==> config.mk <==
export PLATFORM = sky130hd
export DESIGN_NAME = aof_output_formatter
export DESIGN_NICKNAME = d
export VERILOG_FILES = /design/src/core/aof_pkg.sv /design/src/core/aof_output_formatter.sv
export SDC_FILE = /design/constraint.sdc
export NUM_CORES = 1
export LEC_CHECK = 0
export BUFFER_PORTS_ARGS = -buffer_cell sky130_fd_sc_hd__buf_2
export CAP_MARGIN = 20
export CORE_MARGIN = 2
export CORE_UTILIZATION = 35
export CTS_BUF_LIST = sky130_fd_sc_hd__clkbuf_2
export CTS_CLUSTER_DIAMETER = 100
export DETAILED_ROUTE_END_ITERATION = 8
export PLACE_DENSITY = 0.51
export SYNTH_ARGS = -nofsm -noshare
export SYNTH_HDL_FRONTEND = slang
export SYNTH_SLANG_ARGS = --single-unit
==> constraint.sdc <==
create_clock -name mclk -period 11.6 [get_ports mclk]
set_input_delay 2.32 -clock mclk [delete_from_list [all_inputs] [get_ports mclk]]
set_output_delay 2.32 -clock mclk [all_outputs]
set_load 0.005 [all_outputs]
==> src/core/aof_pkg.sv <==
// package: constants and types shared by the adc output formatter
package aof_pkg;

  // ==========================================================
  // sizes and phase timing
  localparam int SAMPLE_W = 14;
  localparam int PAIRS = 7;
  localparam int ADR_W = 8;
  // one sample period is eight clock phases, 45 degrees each
  localparam logic [2:0] PH_LAST = 3'h7;
  localparam logic [2:0] PH_MID = 3'h3;
  localparam logic [2:0] PH_HALF = 3'h4;

  // ==========================================================
  // register offsets (byte addresses)
  localparam logic [ADR_W-1:0] CLK_CTL_OFS = 8'h00;
  localparam logic [ADR_W-1:0] OUT_MODE_OFS = 8'h04;
  localparam logic [ADR_W-1:0] FMT_OFS = 8'h08;
  localparam logic [ADR_W-1:0] STATUS_OFS = 8'h0c;

  // ==========================================================
  // field positions
  localparam int CC_PHASE_LSB = 0;
  localparam int CC_INV_BIT = 2;
  localparam int CC_DCS_BIT = 3;
  localparam int OM_MODE_LSB = 0;
  localparam int OM_CUR_LSB = 2;
  localparam int OM_TERM_BIT = 5;
  localparam int FM_TWOS_BIT = 0;
  localparam int FM_RAND_BIT = 1;
  localparam int FM_ABP_BIT = 2;
  localparam int ST_MODE_LSB = 0;
  localparam int ST_PAR_BIT = 2;
  localparam int ST_OVR_BIT = 3;
  localparam int ST_DCS_BIT = 4;

  // ==========================================================
  // reset values and codes
  localparam logic [7:0] CLK_CTL_RST = 8'h00;
  localparam logic [7:0] OUT_MODE_RST = 8'h10;
  localparam logic [7:0] FMT_RST = 8'h00;
  localparam logic [1:0] MODE_CODE_FULL = 2'h0;
  localparam logic [1:0] MODE_CODE_DDR_CMOS = 2'h1;
  localparam logic [1:0] MODE_CODE_DDR_LVDS = 2'h2;
  localparam logic [2:0] CUR_SEL_DEFAULT = 3'h4;

  // lvds drive current in microamps per select code; code 7 falls back to default
  localparam logic [12:0] LVDS_UA [8] = '{13'h06d6, 13'h0834, 13'h09c4, 13'h0bb8,
                                         13'h0dac, 13'h0fa0, 13'h1194, 13'h0dac};
  localparam logic [15:0] TERM_MUL = 16'h0008;
  localparam logic [15:0] TERM_DIV = 16'h0005;

  // ==========================================================
  // sample codes
  localparam logic [SAMPLE_W-1:0] CODE_TOP = 14'h3fff;
  localparam logic [SAMPLE_W-1:0] CODE_BOTTOM = 14'h0000;
  localparam logic [SAMPLE_W-1:0] CODE_MID = 14'h2000;
  localparam logic [SAMPLE_W-1:0] ODD_MASK = 14'h2aaa;

  // ==========================================================
  // types
  typedef enum logic [1:0] {MODE_FULL_CMOS, MODE_DDR_CMOS, MODE_DDR_LVDS} aof_mode_e;

  typedef struct packed {
    aof_mode_e mode;
    logic [2:0] cur_sel;
    logic term;
    logic [2:0] shift;
    logic twos;
    logic rnd;
    logic abp;
  } aof_cfg_s;

  typedef struct packed {
    logic [SAMPLE_W-1:0] code;
    logic ovr;
    aof_mode_e mode;
    logic [2:0] shift;
    logic [12:0] ua;
    logic term;
  } aof_word_s;

endpackage

==> src/core/aof_output_formatter.sv <==
// module: sample formatter and output driver control for a 14-bit converter
//
// How it works
// - three output modes: full-rate cmos, ddr cmos, ddr lvds, by register or strap
// - strap configuration offers full-rate cmos or ddr lvds only
// - full-rate cmos puts all 14 bits on own lines with flag and clocks
// - ddr cmos carries two bits per line on seven lines
// - ddr lvds carries two bits per pair on seven pairs
// - lvds current defaults 3.5mA, seven selectable levels 1.75mA to 4.5mA
// - internal termination on raises lvds drive current by 1.6x
// - overrange flag high when input beyond either range end
// - overrange flag travels through the same pipeline as the sample
// - full-rate data changes with falling edge of true forwarded clock
// - double-rate data changes on both forwarded clock edges
// - forwarded clock delayed 0, 45, 90 or 135 degrees by clock control with stabilizer on
// - separate bit inverts both clock lines, giving 0 to 315 degrees
// - offset binary after reset; format bit selects two's complement
// - midscale 10 0000..., two's complement flips top bit, saturate overrange
// - randomizer xors every bit above lsb with the lsb
// - alternate polarity inverts odd bits only
// - randomizer and alternate polarity enabled independently, any combination
// - alternate polarity forces offset binary, ignoring two's complement bit
// - ddr line carries even bit while clock low, odd while high
// - strap low selects full-rate cmos; high selects ddr lvds 3.5mA, no termination
module aof_output_formatter (
  input wire logic mclk, // encode clock
  input wire logic reset_n, // synchronous reset
  input wire logic ce, // clock enable, freezes all state when low
  input wire logic wb_cyc_i, // wishbone cycle
  input wire logic wb_stb_i, // wishbone strobe
  input wire logic wb_we_i, // wishbone write
  input wire logic [aof_pkg::ADR_W-1:0] wb_adr_i, // byte address
  input wire logic [3:0] wb_sel_i, // byte lanes
  input wire logic [31:0] wb_dat_i, // write data
  output logic [31:0] wb_dat_o, // read data
  output logic wb_ack_o, // acknowledge
  input wire logic config_style_strap, // high: strap (parallel) configuration
  input wire logic mode_strap, // output mode strap
  input wire logic [aof_pkg::SAMPLE_W-1:0] core_code, // raw offset binary code
  input wire logic core_over, // input above range
  input wire logic core_under, // input below range
  output logic core_take, // high in the cycle the core sample is taken
  output logic [aof_pkg::SAMPLE_W-1:0] sample_bits, // data lines
  output logic overrange_flag, // overrange flag line
  output logic forwarded_data_clock_p, // true forwarded clock
  output logic forwarded_data_clock_n, // complement forwarded clock
  output logic [1:0] out_mode, // active output mode code
  output logic [12:0] lvds_drive_ua, // lvds driver current, microamps
  output logic lvds_term_en, // internal lvds termination on
  output logic dcs_enable // duty cycle stabilizer on
);

  // ==========================================================
  // declarations
  logic [2:0] ph;
  logic [2:0] next_ph;
  logic boundary;
  logic par_s1, par_s2, md_s1, md_s2;
  logic [7:0] clock_control_register;
  logic [7:0] output_mode_register;
  logic [7:0] formatting_register;
  logic wb_req;
  logic wb_wr_commit;
  logic [31:0] rd_data;
  aof_pkg::aof_cfg_s cfg;
  aof_pkg::aof_word_s next_word;
  aof_pkg::aof_word_s word;
  aof_pkg::aof_word_s cur;
  logic [2:0] clk_shift;
  logic [2:0] clk_rel;

  // even bits of each pair, low half of the period
  function automatic logic [aof_pkg::PAIRS-1:0] even_bits(input logic [13:0] c);
    logic [aof_pkg::PAIRS-1:0] r;
    r = '0;
    for (int i = 0; i < aof_pkg::PAIRS; i++) begin
      r[i] = c[2*i];
    end
    return r;
  endfunction

  // odd bits of each pair, high half of the period
  function automatic logic [aof_pkg::PAIRS-1:0] odd_bits(input logic [13:0] c);
    logic [aof_pkg::PAIRS-1:0] r;
    r = '0;
    for (int i = 0; i < aof_pkg::PAIRS; i++) begin
      r[i] = c[2*i+1];
    end
    return r;
  endfunction

  // ==========================================================
  // phase counter: eight phases make one sample period
  assign next_ph = ph + 3'h1;
  assign boundary = ce && (ph == aof_pkg::PH_LAST);

  always_ff @(posedge mclk) begin
    if (!reset_n) begin
      ph <= 3'h0;
    end else if (ce) begin
      ph <= next_ph;
    end
  end

  // strap pins pass two flip-flops
  always_ff @(posedge mclk) begin
    if (!reset_n) begin
      par_s1 <= 1'b0;
      par_s2 <= 1'b0;
      md_s1 <= 1'b0;
      md_s2 <= 1'b0;
    end else if (ce) begin
      par_s1 <= config_style_strap;
      par_s2 <= par_s1;
      md_s1 <= mode_strap;
      md_s2 <= md_s1;
    end
  end

  // ==========================================================
  // wishbone slave, one wait state, ack for one cycle
  assign wb_req = wb_cyc_i && wb_stb_i && !wb_ack_o;
  // writes land at the edge where the master sees ack, low byte lane only
  assign wb_wr_commit = wb_cyc_i && wb_stb_i && wb_we_i && wb_ack_o && wb_sel_i[0];

  always_ff @(posedge mclk) begin
    if (!reset_n) begin
      wb_ack_o <= 1'b0;
    end else if (ce) begin
      wb_ack_o <= wb_req;
    end
  end

  // register writes, low byte lane only
  always_ff @(posedge mclk) begin
    if (!reset_n) begin
      clock_control_register <= aof_pkg::CLK_CTL_RST;
      output_mode_register <= aof_pkg::OUT_MODE_RST;
      formatting_register <= aof_pkg::FMT_RST;
    end else if (ce && wb_wr_commit) begin
      case (wb_adr_i)
        aof_pkg::CLK_CTL_OFS: clock_control_register <= wb_dat_i[7:0];
        aof_pkg::OUT_MODE_OFS: output_mode_register <= wb_dat_i[7:0];
        aof_pkg::FMT_OFS: formatting_register <= wb_dat_i[7:0];
        default: ;
      endcase
    end
  end

  // read mux; unmapped reads return zero
  always_comb begin
    rd_data = 32'h0000_0000;
    case (wb_adr_i)
      aof_pkg::CLK_CTL_OFS: rd_data[7:0] = clock_control_register;
      aof_pkg::OUT_MODE_OFS: rd_data[7:0] = output_mode_register;
      aof_pkg::FMT_OFS: rd_data[7:0] = formatting_register;
      aof_pkg::STATUS_OFS: begin
        rd_data[aof_pkg::ST_MODE_LSB +: 2] = out_mode;
        rd_data[aof_pkg::ST_PAR_BIT] = par_s2;
        rd_data[aof_pkg::ST_OVR_BIT] = overrange_flag;
        rd_data[aof_pkg::ST_DCS_BIT] = dcs_enable;
      end
      default: rd_data = 32'h0000_0000;
    endcase
  end

  always_ff @(posedge mclk) begin
    if (!reset_n) begin
      wb_dat_o <= 32'h0000_0000;
    end else if (ce && wb_req) begin
      wb_dat_o <= wb_we_i ? 32'h0000_0000 : rd_data;
    end
  end

  // ==========================================================
  // effective configuration from straps or registers
  always_comb begin
    cfg = '0;
    if (par_s2) begin
      // strap style: only full-rate cmos or lvds at default current
      cfg.mode = md_s2 ? aof_pkg::MODE_DDR_LVDS : aof_pkg::MODE_FULL_CMOS;
      cfg.cur_sel = aof_pkg::CUR_SEL_DEFAULT;
      cfg.term = 1'b0;
    end else begin
      case (output_mode_register[aof_pkg::OM_MODE_LSB +: 2])
        aof_pkg::MODE_CODE_DDR_CMOS: cfg.mode = aof_pkg::MODE_DDR_CMOS;
        aof_pkg::MODE_CODE_DDR_LVDS: cfg.mode = aof_pkg::MODE_DDR_LVDS;
        default: cfg.mode = aof_pkg::MODE_FULL_CMOS;
      endcase
      cfg.cur_sel = output_mode_register[aof_pkg::OM_CUR_LSB +: 3];
      cfg.term = output_mode_register[aof_pkg::OM_TERM_BIT];
      // phase delay bits only honoured with the stabilizer on; the invert bit always applies
      if (clock_control_register[aof_pkg::CC_DCS_BIT]) begin
        cfg.shift[1:0] = clock_control_register[aof_pkg::CC_PHASE_LSB +: 2];
      end
      cfg.shift[2] = clock_control_register[aof_pkg::CC_INV_BIT];
      cfg.twos = formatting_register[aof_pkg::FM_TWOS_BIT];
      cfg.rnd = formatting_register[aof_pkg::FM_RAND_BIT];
      cfg.abp = formatting_register[aof_pkg::FM_ABP_BIT];
    end
  end

  // format the incoming sample: saturate, number format, xor, odd inversion
  always_comb begin
    next_word = '0;
    if (core_over) begin
      next_word.code = aof_pkg::CODE_TOP;
    end else if (core_under) begin
      next_word.code = aof_pkg::CODE_BOTTOM;
    end else begin
      next_word.code = core_code;
    end
    next_word.ovr = core_over || core_under;
    if (cfg.twos && !cfg.abp) begin
      next_word.code[13] = ~next_word.code[13];
    end
    if (cfg.rnd) begin
      next_word.code[13:1] = next_word.code[13:1] ^ {13{next_word.code[0]}};
    end
    if (cfg.abp) begin
      next_word.code = next_word.code ^ aof_pkg::ODD_MASK;
    end
    next_word.mode = cfg.mode;
    next_word.shift = cfg.shift;
    next_word.term = cfg.term;
    if (cfg.term) begin
      next_word.ua = 13'(({3'h0, aof_pkg::LVDS_UA[cfg.cur_sel]} * aof_pkg::TERM_MUL)
                         / aof_pkg::TERM_DIV);
    end else begin
      next_word.ua = aof_pkg::LVDS_UA[cfg.cur_sel];
    end
  end

  // ==========================================================
  // two-stage sample pipeline, advanced only at the sample boundary
  always_ff @(posedge mclk) begin
    if (!reset_n) begin
      word <= '0;
      cur <= '0;
      core_take <= 1'b0;
    end else if (ce) begin
      core_take <= (next_ph == aof_pkg::PH_LAST);
      if (boundary) begin
        word <= next_word;
        cur <= word;
      end
    end
  end

  // data lines: full rate once per sample, ddr twice
  always_ff @(posedge mclk) begin
    if (!reset_n) begin
      sample_bits <= '0;
      overrange_flag <= 1'b0;
    end else if (ce) begin
      if (boundary) begin
        overrange_flag <= word.ovr;
        if (word.mode == aof_pkg::MODE_FULL_CMOS) begin
          sample_bits <= word.code;
        end else begin
          sample_bits <= {7'h00, even_bits(word.code)};
        end
      end else if (ph == aof_pkg::PH_MID && cur.mode != aof_pkg::MODE_FULL_CMOS) begin
        sample_bits <= {7'h00, odd_bits(cur.code)};
      end
    end
  end

  // forwarded clock: low in first half, delayed by the shift in 45 degree steps
  // a shift change between samples leaves one clock level shorter or longer than half a period
  assign clk_shift = boundary ? word.shift : cur.shift;
  assign clk_rel = next_ph - clk_shift;

  always_ff @(posedge mclk) begin
    if (!reset_n) begin
      forwarded_data_clock_p <= 1'b0;
      forwarded_data_clock_n <= 1'b1;
    end else if (ce) begin
      forwarded_data_clock_p <= clk_rel[2];
      forwarded_data_clock_n <= ~clk_rel[2];
    end
  end

  // driver settings follow the sample on the lines
  always_ff @(posedge mclk) begin
    if (!reset_n) begin
      out_mode <= aof_pkg::MODE_CODE_FULL;
      lvds_drive_ua <= aof_pkg::LVDS_UA[aof_pkg::CUR_SEL_DEFAULT];
      lvds_term_en <= 1'b0;
      dcs_enable <= 1'b0;
    end else if (ce) begin
      dcs_enable <= !par_s2 && clock_control_register[aof_pkg::CC_DCS_BIT];
      if (boundary) begin
        out_mode <= 2'(word.mode);
        lvds_drive_ua <= word.ua;
        lvds_term_en <= word.term;
      end
    end
  end
endmodule

==> out/results.txt <==
Cells after Synth: 1034
Post-CTS Setup Bufs: 0
placed cells: 1375
Max FO, Critical Path: 34
largest net degree at the start of global routing: 98
Hold Buf Count CTS: 0
dpl ws: 1.92 ns
DR iter-0 viols: 497
max_slew headroom: 29.9%
Total GRT Usage: 17.7%
Setup CP Type: reg -> reg
post-CTS resize count: 0
share of the yosys chip area belonging to registers: 28.7%
register bit total from synthesis: 119
hpwl dp: 15800 µm
Crit path largest cell delay: 0.66 ns
chip width: 158 µm
Post-DRT Antenna Nets: 0
Cell Area, Synth: 8310 µm²
vias in the first global route: 6874
First-pass DRT Iterations: 5
VDD IR max: 0.0460 mV
Root Driver: clkbuf_2
Max Cap Viol: 0
Final Hold Viols: 0
CP delay by family, top: compound AO/OA/AOI/OAI gates
fin crit share: 85.6%
most frequent cells in the layout: nand2_1, dfxtp_1, buf_2
static leakage: 3.69 nW
Setup Viol. Count Final: 0
Routed WL: 22200 µm
H-tree depth: 4
Layout Area Growth over Synthesis: 8.48%
f_max: 0.101 GHz
GPL Wtd Cong: 0.887
final slew viol count: 0
routed vias: 7350
die area: 25000 µm²
first-pass GRT wire length: 35300 µm
io pins: 136
Inserted Clock Buffers: 17
commonest non-fill, non-tap cell in the layout: nand2_1
Post-synth EDFFs: 0
Port-buffer cells: 84
WP data required: 12.24 ns
power per cell area: 76.0 nW/µm²
status: complete, no violations
Synth cell types: 101
total congestion overflow: 0
clock latency on the worst-skew pair: 0.71 ns
clk slew on worst S/H paths: 0.20 ns
Finished Layout Cells: 1409
CP max stage cell: o311ai_0
per-cell routed wire length: 15.8 µm
RSZ-0062 raised after global routing: no
Rows: 56
CTS tree: yes
# clock sinks: 119
crit path capture type: register
Initial Util: 35.5%
Avg Inst Size Synth: 8.04 µm²
drt drc: 0
top_reg_cell synth: dfxtp_1
initial antenna violation count: 1
Critical Path AT: 10.56 ns
post-DR vias/cell: 5.22
Post-synth ARST share: 0%
clock skew: 0.0217 ns
nets@finish: 1161
fill count: 2518
die height: 158 µm
Final Critical Period: 9.92 ns
Final Worst Setup Slack: 1.68 ns
worst hold path type: reg -> reg
Setup TNS: 0 ns
Synth Warn #: 0
Top cell by count, worst path: ha_1
minimum hold slack: 0.467 ns
layout cells sized above 1: 16.3%
worst path bufs/invs: 2
Setup crit start kind: register
core area: 23400 µm²
Worst-Margin Slew: 1.05 ns
Max clock buf depth: 2
Core Util, Final: 38.5%
-- state kept, by name (all words and copies together) (netlist names), 2 cells and up --
signal                  cells
clock_control_register      8
wb_dat_o                    8
lvds_drive_ua              13
ph                          3
formatting_register         8
output_mode_register        8
word                       34
sample_bits                14
out_mode                    2
cur                        10
-- worst paths after layout --
check	start	endpoint	slack [ns]	cells past startpoint
hold reg to reg	word[10]$_SDFFE_PN0P_	lvds_drive_ua[9]$_SDFFE_PN0P_	0.47	2
hold / removal	word[10]$_SDFFE_PN0P_	lvds_drive_ua[9]$_SDFFE_PN0P_	0.47	2
setup / recovery	par_s2$_SDFFE_PN0P_	word[1]$_SDFFE_PN0P_	1.68	31
setup reg to reg	par_s2$_SDFFE_PN0P_	word[1]$_SDFFE_PN0P_	1.68	31
-- per-stage QoR --
step | instance area [µm²] | power [mW]
2_1_floorplan | 8400 | 0.459
3_3_place_gp | 8810 | 0.470
3_5_place_dp | 8810 | 0.470
4_1_cts | 9000 | 0.698
5_1_grt | 9010 | 0.723
6_report | 9010 | 0.685
-- worst reg2reg max path, delay by kind of cell (launching register included) --
| family | cells | cell delay [ns] |
|---|---|---|
| AND/OR/NAND/NOR | 11 | 3.16 |
| AO/OA/AOI/OAI | 10 | 3.15 |
| multiplexers | 2 | 0.63 |
| adder cells (fa/ha/maj) | 4 | 1.65 |
| buffers and inverters | 2 | 0.44 |
| flip-flops | 1 | 0.36 |
| XOR/XNOR | 2 | 0.46 |
-- synthesized netlist by cell type, drive strengths merged, types with 4 or more instances --
cell | instances | area, µm²
and2 | 21 | 131
or2 | 6 | 37.5
a21o | 4 | 30.0
xor2 | 14 | 123
a2111oi | 5 | 87.6
nand3 | 32 | 160
nor2 | 60 | 235
o41ai | 4 | 50.1
nor4 | 8 | 56.3
o22ai | 7 | 43.8
nor2b | 55 | 347
nand2b | 8 | 50.1
ha | 17 | 213
o211a | 14 | 140
a21boi | 30 | 236
buf | 47 | 317
a22oi | 14 | 105
mux2i | 52 | 521
o221ai | 5 | 61.3
a221oi | 5 | 43.8
mux2 | 6 | 75.1
a211oi | 6 | 45.0
a21oi | 60 | 323
nor3b | 8 | 60.1
nand2 | 147 | 554
nand4 | 5 | 43.8
a31oi | 9 | 62.6
xnor2 | 25 | 226
mux4 | 5 | 113
o211ai | 8 | 60.1
nor3 | 20 | 105
dfxtp | 119 | 2380
or3 | 8 | 55.1
o21ai | 50 | 254
clkbuf | 49 | 184
and3 | 16 | 100
o31ai | 8 | 60.1
inv | 23 | 86.3
a211o | 4 | 35.0
-- cell type report --
class | instances | area (µm²) | share of cell area [%]
multi-input cells | 819 | 5440 | 60.3
flip-flops and latches | 119 | 2380 | 26.4
repair buffers | 96 | 515 | 5.72
well taps | 319 | 399 | 4.43
clock inverters | 15 | 108 | 1.19
inverters | 23 | 86.3 | 0.958
clock buffers | 17 | 85.1 | 0.944
diodes | 1 | 2.50 | 0.0278
-- per-layer routing --
layer  wire (µm)  up-vias  GRT usage (%)
li1            -     3734              -
met1       11000     3442           24.3
met2       10100      157           29.3
met3         941       17           2.68
met4         206        0           4.25
met5           0        -              0
-- cell families (layout without fill, tap and decap cells) --
logic type	after synthesis	after routing	synth area share, %
buffers and inverters	119	151	7.06
AND/OR/NAND/NOR	413	413	25.5
other	1	25	0.0451
adder cells (fa/ha/maj)	18	18	2.68
multiplexers	63	63	8.52
XOR/XNOR	40	40	4.47
AO/OA/AOI/OAI	261	261	23.1
flip-flops	119	119	28.7
-- power breakdown --
part           internal (mW)  leakage [nW]  switching, mW
logic                 0.0193          2.63         0.0266
registers              0.413         0.960        0.00242
clock network         0.0552         0.106          0.169
total                  0.487          3.69          0.198
(Power assumes the default switching activity.)
